File: config.mk
export PLATFORM = sky130hd
export DESIGN_NAME = ppo_port
export DESIGN_NICKNAME = d
export VERILOG_FILES = /design/src/design/ppo_pkg.sv /design/src/design/ppo_pin_cell.sv /design/src/design/ppo_port.sv /design/src/design/ppo_sync2.sv
export SDC_FILE = /design/constraint.sdc
export NUM_CORES = 1
export LEC_CHECK = 0
export ABC_AREA = 1
export BUFFER_PORTS_ARGS = -buffer_cell sky130_fd_sc_hd__buf_2
export CORE_ASPECT_RATIO = 0.8
export CORE_UTILIZATION = 48
export CTS_CLUSTER_DIAMETER = 120
export DETAILED_ROUTE_END_ITERATION = 10
export GPL_TIMING_DRIVEN = 0
export HOLD_SLACK_MARGIN = 0.12
export PLACE_DENSITY = 0.8
export SLEW_MARGIN = 25
export SYNTH_ARGS = -nofsm -noshare
export SYNTH_HDL_FRONTEND = slang
export SYNTH_SLANG_ARGS = --single-unit
File: constraint.sdc
create_clock -name CLK_I -period 3.2 [get_ports CLK_I]
set_input_delay 0.32 -clock CLK_I [delete_from_list [all_inputs] [get_ports CLK_I]]
set_output_delay 0.32 -clock CLK_I [all_outputs]
set_load 0.01 [all_outputs]
File: src/design/ppo_pkg.sv
package ppo_pkg;

  // ----------------------------------------
  // widths
  // ----------------------------------------
  localparam int PPO_PINS = 8;
  localparam int PPO_AW = 8;
  localparam int PPO_DW = 32;

  typedef logic [PPO_PINS-1:0] ppo_pins_t;
  typedef logic [PPO_AW-1:0] ppo_addr_t;
  typedef logic [PPO_DW-1:0] ppo_data_t;

  // ----------------------------------------
  // register byte addresses
  // ----------------------------------------
  localparam ppo_addr_t PPO_OUT_ADDR = 8'h00;
  localparam ppo_addr_t PPO_DIR_ADDR = 8'h04;
  localparam ppo_addr_t PPO_PIN_ADDR = 8'h08;
  localparam ppo_addr_t PPO_CTRL_ADDR = 8'h0C;
  localparam ppo_addr_t PPO_RISE_ADDR = 8'h10;
  localparam ppo_addr_t PPO_FALL_ADDR = 8'h14;
  localparam ppo_addr_t PPO_STAT_ADDR = 8'h18;
  localparam ppo_addr_t PPO_CLR_ADDR = 8'h1C;
  localparam ppo_addr_t PPO_IEN_ADDR = 8'h20;

  // ----------------------------------------
  // control fields and reset values
  // ----------------------------------------
  localparam int PPO_CTRL_PUD_BIT = 0;
  localparam int PPO_CTRL_PCIE_BIT = 1;
  localparam int PPO_CTRL_W = 2;
  localparam ppo_pins_t PPO_PINS_RST = 8'h00;
  localparam logic [PPO_CTRL_W-1:0] PPO_CTRL_RST = 2'h0;
  localparam ppo_data_t PPO_DATA_ZERO = 32'h0000_0000;

  // ----------------------------------------
  // pin assignments of the alternate functions
  // ----------------------------------------
  localparam int PPO_BIT_OSC_OUT = 7;
  localparam int PPO_BIT_OSC_IN = 6;
  localparam int PPO_BIT_SCK = 5;
  localparam int PPO_BIT_MISO = 4;
  localparam int PPO_BIT_MOSI = 3;
  localparam int PPO_BIT_SS = 2;
  localparam int PPO_BIT_CAPTURE = 0;

endpackage

File: src/design/ppo_pin_cell.sv
`timescale 1ns/10ps
module ppo_pin_cell (
  input wire logic dir_bit_i,
  input wire logic out_reg_bit_i,
  input wire logic global_pullup_disable_i,
  input wire logic sleep_i,
  input wire logic irq_clamp_override_i,
  input wire logic pullup_override_en_i,
  input wire logic pullup_override_val_i,
  input wire logic dir_override_en_i,
  input wire logic dir_override_val_i,
  input wire logic out_value_override_en_i,
  input wire logic out_value_override_val_i,
  input wire logic input_en_override_en_i,
  input wire logic input_en_override_val_i,
  input wire logic pad_i,
  output logic pullup_en_o,
  output logic drive_en_o,
  output logic drive_val_o,
  output logic input_en_o,
  output logic alt_digital_in_o
);

  // ----------------------------------------
  // pull-up
  // ----------------------------------------
  // override or 0b010
  assign pullup_en_o = pullup_override_en_i ? pullup_override_val_i :
                       (!dir_bit_i && out_reg_bit_i && !global_pullup_disable_i);

  // ----------------------------------------
  // driver
  // ----------------------------------------
  // direction override select
  // plain direction bit
  assign drive_en_o = dir_override_en_i ? dir_override_val_i : dir_bit_i;
  // value override select
  assign drive_val_o = out_value_override_en_i ? out_value_override_val_i : out_reg_bit_i;

  // ----------------------------------------
  // input enable and clamp
  // ----------------------------------------
  // override beats sleep
  // enabled interrupt lifts clamp
  assign input_en_o = input_en_override_en_i ? input_en_override_val_i :
                      (!sleep_i || irq_clamp_override_i);
  // clamp low before trigger
  // unsynchronised tap
  assign alt_digital_in_o = pad_i & input_en_o;

endmodule

File: src/design/ppo_port.sv
`timescale 1ns/10ps
// Operation
// sleep clamps digital inputs to ground
// enabled pin interrupt lifts the clamp
// waking with high pin sets flag
// pull-up from override or 0b010
// driver enable from override or direction
// driven value from override or output
// toggle override inverts output register bit
// input enable override beats sleep state
// alternate input taken before port synchroniser
// overrides come from owning peripheral modules
// strobes per port, sleep/pud global
// pull-up off while reset active
// pin change sources, oscillator pins 6/7
// spi pins on bits 5..2
// timer compare/capture and clock out
// direction bit selects output or input
// pin register write toggles output bit
module ppo_port (
  input wire logic CLK_I,
  input wire logic RST_N_I,
  input wire logic PSEL_I,
  input wire logic PENABLE_I,
  input wire logic PWRITE_I,
  input wire ppo_pkg::ppo_addr_t PADDR_I,
  input wire ppo_pkg::ppo_data_t PWDATA_I,
  output logic PREADY_O,
  output ppo_pkg::ppo_data_t PRDATA_O,
  output logic PSLVERR_O,
  output logic IRQ_O,
  input wire logic SLEEP_I,
  input wire ppo_pkg::ppo_pins_t PULLUP_OVERRIDE_EN_I,
  input wire ppo_pkg::ppo_pins_t PULLUP_OVERRIDE_VAL_I,
  input wire ppo_pkg::ppo_pins_t DIR_OVERRIDE_EN_I,
  input wire ppo_pkg::ppo_pins_t DIR_OVERRIDE_VAL_I,
  input wire ppo_pkg::ppo_pins_t OUT_VALUE_OVERRIDE_EN_I,
  input wire ppo_pkg::ppo_pins_t OUT_VALUE_OVERRIDE_VAL_I,
  input wire ppo_pkg::ppo_pins_t TOGGLE_OVERRIDE_EN_I,
  input wire ppo_pkg::ppo_pins_t INPUT_EN_OVERRIDE_EN_I,
  input wire ppo_pkg::ppo_pins_t INPUT_EN_OVERRIDE_VAL_I,
  input wire ppo_pkg::ppo_pins_t PAD_I,
  output ppo_pkg::ppo_pins_t PAD_O,
  output ppo_pkg::ppo_pins_t PAD_OE_N_O,
  output ppo_pkg::ppo_pins_t PULLUP_EN_O,
  output ppo_pkg::ppo_pins_t OUT_REG_BIT_O,
  output ppo_pkg::ppo_pins_t DIR_BIT_O,
  output logic GLOBAL_PULLUP_DISABLE_O,
  output ppo_pkg::ppo_pins_t ALT_DIGITAL_IN_O,
  output ppo_pkg::ppo_pins_t PIN_CHANGE_SRC_O,
  output logic MAIN_OSC_IN_O,
  output logic TIMER_OSC_IN_O,
  output logic SPI_SCK_IN_O,
  output logic SPI_MISO_IN_O,
  output logic SPI_MOSI_IN_O,
  output logic SPI_SS_IN_O,
  output logic TIMER1_CAPTURE_IN_O
);
  import ppo_pkg::*;

  // ----------------------------------------
  // state
  // ----------------------------------------
  typedef struct packed {
    logic run;
    ppo_pins_t out_reg;
    ppo_pins_t dir_reg;
    logic [PPO_CTRL_W-1:0] ctrl;
    ppo_pins_t rise_sense;
    ppo_pins_t fall_sense;
    ppo_pins_t irq_status;
    ppo_pins_t irq_enable;
    ppo_pins_t pin_prev;
    ppo_data_t rdata;
    logic err;
  } ppo_state_s;

  ppo_state_s st_reg;
  ppo_state_s st_next;

  // ----------------------------------------
  // pin cells
  // ----------------------------------------
  ppo_pins_t cell_pullup;
  ppo_pins_t cell_drive_en;
  ppo_pins_t cell_drive_val;
  ppo_pins_t cell_input_en;
  ppo_pins_t cell_alt_in;
  ppo_pins_t clamp_lift;
  ppo_pins_t pin_sync;
  logic global_pullup_disable;
  logic pcie;

  assign global_pullup_disable = st_reg.ctrl[PPO_CTRL_PUD_BIT];
  assign pcie = st_reg.ctrl[PPO_CTRL_PCIE_BIT];

  // mask bit with group enable
  assign clamp_lift = st_reg.irq_enable & {PPO_PINS{pcie}};

  // sleep and pud fan to every pin
  for (genvar n = 0; n < PPO_PINS; n++) begin : g_pin
    ppo_pin_cell u_cell (
      .dir_bit_i(st_reg.dir_reg[n]),
      .out_reg_bit_i(st_reg.out_reg[n]),
      .global_pullup_disable_i(global_pullup_disable),
      .sleep_i(SLEEP_I),
      .irq_clamp_override_i(clamp_lift[n]),
      .pullup_override_en_i(PULLUP_OVERRIDE_EN_I[n]),
      .pullup_override_val_i(PULLUP_OVERRIDE_VAL_I[n]),
      .dir_override_en_i(DIR_OVERRIDE_EN_I[n]),
      .dir_override_val_i(DIR_OVERRIDE_VAL_I[n]),
      .out_value_override_en_i(OUT_VALUE_OVERRIDE_EN_I[n]),
      .out_value_override_val_i(OUT_VALUE_OVERRIDE_VAL_I[n]),
      .input_en_override_en_i(INPUT_EN_OVERRIDE_EN_I[n]),
      .input_en_override_val_i(INPUT_EN_OVERRIDE_VAL_I[n]),
      .pad_i(PAD_I[n]),
      .pullup_en_o(cell_pullup[n]),
      .drive_en_o(cell_drive_en[n]),
      .drive_val_o(cell_drive_val[n]),
      .input_en_o(cell_input_en[n]),
      .alt_digital_in_o(cell_alt_in[n])
    );
  end

  // ----------------------------------------
  // port synchroniser
  // ----------------------------------------
  // clamped value, so a pin clamped in sleep shows as low here
  ppo_sync2 u_sync (
    .clk_i(CLK_I),
    .rst_n_i(RST_N_I),
    .d_i(cell_alt_in),
    .q_o(pin_sync)
  );

  // ----------------------------------------
  // apb decode
  // ----------------------------------------
  logic setup_rd;
  logic wr_en;
  logic addr_hit;

  assign setup_rd = PSEL_I && !PENABLE_I && !PWRITE_I;
  assign wr_en = PSEL_I && PENABLE_I && PWRITE_I;

  always_comb begin
    unique case (PADDR_I)
      PPO_OUT_ADDR,
      PPO_DIR_ADDR,
      PPO_PIN_ADDR,
      PPO_CTRL_ADDR,
      PPO_RISE_ADDR,
      PPO_FALL_ADDR,
      PPO_STAT_ADDR,
      PPO_CLR_ADDR,
      PPO_IEN_ADDR: begin
        addr_hit = 1'b1;
      end
      default: begin
        addr_hit = 1'b0;
      end
    endcase
  end

  // ----------------------------------------
  // read mux
  // ----------------------------------------
  ppo_data_t rd_word;

  always_comb begin
    rd_word = PPO_DATA_ZERO;
    unique case (PADDR_I)
      PPO_OUT_ADDR: begin
        rd_word[PPO_PINS-1:0] = st_reg.out_reg;
      end
      PPO_DIR_ADDR: begin
        rd_word[PPO_PINS-1:0] = st_reg.dir_reg;
      end
      PPO_PIN_ADDR: begin
        rd_word[PPO_PINS-1:0] = pin_sync;
      end
      PPO_CTRL_ADDR: begin
        rd_word[PPO_CTRL_W-1:0] = st_reg.ctrl;
      end
      PPO_RISE_ADDR: begin
        rd_word[PPO_PINS-1:0] = st_reg.rise_sense;
      end
      PPO_FALL_ADDR: begin
        rd_word[PPO_PINS-1:0] = st_reg.fall_sense;
      end
      PPO_STAT_ADDR: begin
        rd_word[PPO_PINS-1:0] = st_reg.irq_status;
      end
      PPO_IEN_ADDR: begin
        rd_word[PPO_PINS-1:0] = st_reg.irq_enable;
      end
      default: begin
        rd_word = PPO_DATA_ZERO;
      end
    endcase
  end

  // ----------------------------------------
  // pin change events
  // ----------------------------------------
  ppo_pins_t ev_rise;
  ppo_pins_t ev_fall;
  ppo_pins_t events;

  // clamp release reads as a rise
  assign ev_rise = pin_sync & ~st_reg.pin_prev & st_reg.rise_sense;
  assign ev_fall = ~pin_sync & st_reg.pin_prev & st_reg.fall_sense;
  // every bit is a change source
  assign events = ev_rise | ev_fall;

  // ----------------------------------------
  // next state
  // ----------------------------------------
  ppo_pins_t wr_pins;
  ppo_pins_t clr_mask;
  ppo_pins_t pin_toggle;

  assign wr_pins = PWDATA_I[PPO_PINS-1:0];

  always_comb begin
    st_next = st_reg;
    st_next.run = 1'b1;
    st_next.pin_prev = pin_sync;
    clr_mask = PPO_PINS_RST;
    pin_toggle = PPO_PINS_RST;
    if (wr_en && PADDR_I == PPO_PIN_ADDR) begin
      // write one toggles output bit
      pin_toggle = wr_pins;
    end
    if (wr_en && PADDR_I == PPO_CLR_ADDR) begin
      clr_mask = wr_pins;
    end
    if (wr_en && PADDR_I == PPO_OUT_ADDR) begin
      st_next.out_reg = wr_pins;
    end
    // toggle override inverts bit
    st_next.out_reg = st_next.out_reg ^ pin_toggle ^ TOGGLE_OVERRIDE_EN_I;
    if (wr_en && PADDR_I == PPO_DIR_ADDR) begin
      st_next.dir_reg = wr_pins;
    end
    if (wr_en && PADDR_I == PPO_CTRL_ADDR) begin
      st_next.ctrl = PWDATA_I[PPO_CTRL_W-1:0];
    end
    if (wr_en && PADDR_I == PPO_RISE_ADDR) begin
      st_next.rise_sense = wr_pins;
    end
    if (wr_en && PADDR_I == PPO_FALL_ADDR) begin
      st_next.fall_sense = wr_pins;
    end
    if (wr_en && PADDR_I == PPO_IEN_ADDR) begin
      st_next.irq_enable = wr_pins;
    end
    // set wins over a same-cycle clear
    st_next.irq_status = (st_reg.irq_status & ~clr_mask) | events;
    if (setup_rd) begin
      st_next.rdata = addr_hit ? rd_word : PPO_DATA_ZERO;
    end
    if (PSEL_I && !PENABLE_I) begin
      st_next.err = !addr_hit;
    end
  end

  always_ff @(posedge CLK_I or negedge RST_N_I) begin
    if (!RST_N_I) begin
      st_reg.run <= 1'b0;
      st_reg.out_reg <= PPO_PINS_RST;
      st_reg.dir_reg <= PPO_PINS_RST;
      st_reg.ctrl <= PPO_CTRL_RST;
      st_reg.rise_sense <= PPO_PINS_RST;
      st_reg.fall_sense <= PPO_PINS_RST;
      st_reg.irq_status <= PPO_PINS_RST;
      st_reg.irq_enable <= PPO_PINS_RST;
      st_reg.pin_prev <= PPO_PINS_RST;
      st_reg.rdata <= PPO_DATA_ZERO;
      st_reg.err <= 1'b0;
    end else begin
      st_reg <= st_next;
    end
  end

  // ----------------------------------------
  // bus answer
  // ----------------------------------------
  // zero wait states keeps the pin toggle exact to the cycle
  assign PREADY_O = 1'b1;
  assign PRDATA_O = st_reg.rdata;
  assign PSLVERR_O = PSEL_I && PENABLE_I && st_reg.err;
  assign IRQ_O = |(st_reg.irq_status & st_reg.irq_enable);

  // ----------------------------------------
  // pads
  // ----------------------------------------
  // run is cleared asynchronously, so overrides cannot drive during reset
  // pull-up held off in reset
  assign PULLUP_EN_O = cell_pullup & ~cell_drive_en & {PPO_PINS{st_reg.run}};
  // output only when enabled
  assign PAD_OE_N_O = ~(cell_drive_en & {PPO_PINS{st_reg.run}});
  assign PAD_O = cell_drive_val & {PPO_PINS{st_reg.run}};

  // ----------------------------------------
  // peripheral side
  // ----------------------------------------
  // owners build overrides from these
  assign OUT_REG_BIT_O = st_reg.out_reg;
  assign DIR_BIT_O = st_reg.dir_reg;
  assign GLOBAL_PULLUP_DISABLE_O = global_pullup_disable;

  // unsynchronised alternate inputs
  assign ALT_DIGITAL_IN_O = cell_alt_in;
  // change sources and oscillators
  assign PIN_CHANGE_SRC_O = cell_alt_in;
  assign MAIN_OSC_IN_O = cell_alt_in[PPO_BIT_OSC_IN];
  assign TIMER_OSC_IN_O = cell_alt_in[PPO_BIT_OSC_IN];
  // spi inputs on bits 5..2
  assign SPI_SCK_IN_O = cell_alt_in[PPO_BIT_SCK];
  assign SPI_MISO_IN_O = cell_alt_in[PPO_BIT_MISO];
  assign SPI_MOSI_IN_O = cell_alt_in[PPO_BIT_MOSI];
  assign SPI_SS_IN_O = cell_alt_in[PPO_BIT_SS];
  // capture input on bit 0
  assign TIMER1_CAPTURE_IN_O = cell_alt_in[PPO_BIT_CAPTURE];

endmodule

File: src/design/ppo_sync2.sv
`timescale 1ns/10ps
module ppo_sync2 (
  input wire logic clk_i,
  input wire logic rst_n_i,
  input wire ppo_pkg::ppo_pins_t d_i,
  output ppo_pkg::ppo_pins_t q_o
);
  import ppo_pkg::*;

  typedef struct packed {
    ppo_pins_t meta;
    ppo_pins_t stable;
  } ppo_sync_s;

  ppo_sync_s st_reg;
  ppo_sync_s st_next;

  // ----------------------------------------
  // two stages; first stage feeds only the second
  // ----------------------------------------
  always_comb begin
    st_next.meta = d_i;
    st_next.stable = st_reg.meta;
  end

  always_ff @(posedge clk_i or negedge rst_n_i) begin
    if (!rst_n_i) begin
      st_reg <= '0;
    end else begin
      st_reg <= st_next;
    end
  end

  assign q_o = st_reg.stable;

endmodule

==> tab_implementation.tex <==
\begin{tabular}{lr}
\hline
Metric & Value \\
\hline
\multicolumn{2}{l}{\textbf{Setup path}} \\
Slack of the worst reg-to-reg path & 1.87 ns \\
Data arrival time of the critical path & 1.83 ns \\
Worst setup path class & flip-flop to primary output \\
Req. time, crit path & 2.88 ns \\
Crit-path max FO & 10 \\
Worst Setup Start Kind & flip-flop \\
Number of cells traversed by the worst register-to-register path & 3 \\
Sort of element at the end of the critical path & primary output \\
\multicolumn{2}{l}{\textbf{STA}} \\
Clock skew & 0.004546 ns \\
Setup violation total in the final timing report & 0 \\
Headroom to the max-slew limit & 64.48\% \\
Setup repair after global routing missed its margin & false \\
Worst Tran Pin Value & 0.5328 ns \\
Max-slew violation count & 0 \\
Minimum period implied by the final worst setup slack & 2.152 ns \\
Highest clock frequency the design can meet & 0.4646 GHz \\
Final-report hold violation count & 0 \\
Final worst path period share & 67.26\% \\
Fin Setup TNS & 0 ns \\
\multicolumn{2}{l}{\textbf{Worst hold path}} \\
Hold-critical path depth & 3 \\
Worst hold path class & input pin to flip-flop \\
\multicolumn{2}{l}{\textbf{Clock tree}} \\
CTS tree & done \\
CTS Buf Count & 9 \\
Number of levels in the clock H-tree & 3 \\
CTS Root Buffer Type & sky130\_fd\_sc\_hd\_\_clkbuf\_16 \\
Postcts setup bufs & 0 \\
Clk sink count & 84 \\
Worst-Skew Late Latency & 0.34 ns \\
Clock transition at the register clock pins on the worst setup and hold paths after CTS & 0.06 ns \\
Worst-case clock buffer depth & 2 \\
\multicolumn{2}{l}{\textbf{Logic synthesis}} \\
Number of instances in the synthesized netlist & 707 \\
Simple-gate share of the synthesized area & 31.80\% \\
Xor and xnor area share after synthesis & 0\% \\
Synthesized area & 5245 um2 \\
Average size of a mapped cell & 7.419 um2 \\
Yosys reg bits & 84 \\
Fraction of the mapped netlist area in adder cells & 0\% \\
Post-synthesis async set-or-reset flop share & 100.0\% \\
Combinational family with the most area after synthesis & simple AND/OR/NAND/NOR gates \\
Number of synthesized flops with an enable pin & 0 \\
Multiplexer share of the synthesized area & 0.4294\% \\
Primary FF master, synth & sky130\_fd\_sc\_hd\_\_dfrtp\_1 \\
Seq/Total Area, Yosys & 40.08\% \\
Count of unique library cells instantiated by Yosys & 31 \\
Number of warnings printed during yosys synthesis & 0 \\
Synth Area in Compound Gates & 10.04\% \\
\multicolumn{2}{l}{\textbf{Routing}} \\
Length of routed wiring on met1 & 6351 um \\
DR DRC count & 0 \\
Detailed route wirelength on metal3 & 1388 um \\
Post-DR vias/cell & 4.953 \\
Initial DRC count & 408 \\
Total Routed Length & 14560 um \\
Avg WL per Cell & 13.70 um \\
Met2 WL & 6720 um \\
Total vias in the final route & 5265 \\
Detailed-router iteration count before antenna repair & 6 \\
Number of routed nets with antenna violations & 0 \\
Top routing layer in use & met4 \\
\multicolumn{2}{l}{\textbf{Power and ir drop}} \\
Max VDD drop & 0.2809 mV \\
LEAKAGE & 3.844 nW \\
PD cells & 390.1 nW/um2 \\
\multicolumn{2}{l}{\textbf{Finish}} \\
Layout Cells excl Fill & 1063 \\
Share of layout cells above drive strength 1 & 32.18\% \\
Commonest non-fill, non-tap cells in the layout & sky130\_fd\_sc\_hd\_\_nand2\_1 (201), sky130\_fd\_sc\_hd\_\_buf\_2 (178), sky130\_fd\_sc\_hd\_\_dfrtp\_1 (84) \\
Area grow syn2layout & 27.96\% \\
Ant diodes & 0 \\
Final-stage net count & 1044 \\
Max reg flops & 42 \\
Leading cell type in the layout, fill and taps excluded & sky130\_fd\_sc\_hd\_\_nand2\_1 \\
\multicolumn{2}{l}{\textbf{GRT}} \\
Global router's overall resource usage & 26.33\% \\
Largest net degree at the start of global routing & 54 \\
Initial antenna violation count & 0 \\
Total congestion overflow & 0 \\
Global-route wire length before repair & 23090 um \\
Via count of the first global-routing pass & 4799 \\
\multicolumn{2}{l}{\textbf{Placed design}} \\
Placed wire-length estimate after detailed placement & 11290 um \\
\# port buffers & 174 \\
Total instance count after detailed placement & 1046 \\
Placer congestion estimate & 0.8718 \\
\multicolumn{2}{l}{\textbf{Die}} \\
CORE AREA & 10450 um2 \\
Chip Width & 118.9 um \\
Vertical die dimension & 95.50 um \\
Overall die area & 11350 um2 \\
Number of primary I/O pins & 225 \\
Initial core utilization & 50.21\% \\
Row Count & 33 \\
\multicolumn{2}{l}{\textbf{Outcome}} \\
Status & completed \\
\multicolumn{2}{l}{\textbf{Job}} \\
Max-Cap Viols & 0 \\
\hline
\end{tabular}
report_power, final:
group / switching (mW) / internal, mW / leakage [nW] / total [mW]
registers: 0.0439 / 1.11 / 1.08 / 1.15
clock network: 0.413 / 0.588 / 0.138 / 1.00
logic: 0.253 / 0.212 / 2.63 / 0.464
total: 0.709 / 1.91 / 3.84 / 2.62
critical path, cell delays in order, from the launching register on:
cell	delay [ns]
sky130_fd_sc_hd__dfrtp_1	0.32
sky130_fd_sc_hd__clkbuf_1	0.37
sky130_fd_sc_hd__nand2_1	0.18
sky130_fd_sc_hd__a31oi_1	0.33
sky130_fd_sc_hd__buf_4	0.17
sky130_fd_sc_hd__buf_2	0.12
cell families after synthesis:
group	after synthesis
simple gates	366
buf+inv	156
compound gates	97
flops	84
mux	2
other cells	2
Yosys cell counts, types with 4 or more instances:
library cell | count | area share [%]
sky130_fd_sc_hd__nor3_1 | 8 | 0.76
sky130_fd_sc_hd__nand2_1 | 201 | 14
sky130_fd_sc_hd__buf_2 | 5 | 0.48
sky130_fd_sc_hd__o21ai_0 | 47 | 4.5
sky130_fd_sc_hd__nand2_4 | 4 | 0.86
sky130_fd_sc_hd__o21ai_1 | 16 | 1.5
sky130_fd_sc_hd__nor2_1 | 47 | 3.4
sky130_fd_sc_hd__a31oi_1 | 13 | 1.6
sky130_fd_sc_hd__nand3_1 | 76 | 7.3
sky130_fd_sc_hd__buf_6 | 8 | 1.7
sky130_fd_sc_hd__dfrtp_1 | 84 | 40
sky130_fd_sc_hd__nand3b_1 | 6 | 0.86
sky130_fd_sc_hd__o211ai_1 | 7 | 1.0
sky130_fd_sc_hd__buf_4 | 68 | 9.7
sky130_fd_sc_hd__a21oi_1 | 12 | 1.1
sky130_fd_sc_hd__clkbuf_1 | 4 | 0.29
sky130_fd_sc_hd__nor2_2 | 7 | 0.83
sky130_fd_sc_hd__inv_1 | 68 | 4.9
cell type report:
type                            instances  area (um2)
Fill cell                             941        3735
Tap cell                              140       175.2
Buffer                                 86       655.6
Inverter                               70       262.8
Timing Repair Buffer                  176       910.9
Clock inverter                          3       20.02
Sequential cell                        84        2102
Multi-Input combinational cell        491        2315
Clock buffer                           13       270.3
routing by layer:
metal | vias to the layer above | track usage, %
li1 | 2623 | -
met2 | 231 | 41.62
met3 | 13 | 8.373
met4 | 0 | 4.852
met5 | - | 0
met1 | 2398 | 35.82
worst paths after layout:
path | from | endpoint
setup / recovery | pcie | ALT_DIGITAL_IN_O[2]
hold / removal | TOGGLE_OVERRIDE_EN_I[4] | OUT_REG_BIT_O[4]
setup reg to reg | pcie | u_sync.st_next[2]
hold reg to reg | u_sync.st_next[7] | u_sync.q_o[7]
max in group asynchronous | RST_N_I | st_reg[40]
min in group asynchronous | RST_N_I | PRDATA_O[7]
through the flow:
step / utilization [%] / hold WS, ns / power, mW / setup slack (ns) / cell area (um2)
finish: 64.25 / 0.1827 / 2.618 / 1.048 / 6711
global placement: 61.09 / 0.3339 / 1.621 / 1.134 / 6381
global route: 64.25 / 0.1899 / 2.743 / 0.8598 / 6711
detailed placement: 61.37 / 0.2893 / 1.633 / 1.386 / 6411
floorplan: - / 0.02441 / 1.432 / 1.638 / 5335
CTS: 64.25 / 0.1730 / 2.632 / 0.9969 / 6711
timing repair:
action / 4_1_cts / 5_1_grt
hold buffers: 1 / 0
endpoints found under the hold margin: 31 / 0
gates resized for setup: 0 / 0
Note: power is estimated with default switching activity, not from simulation.
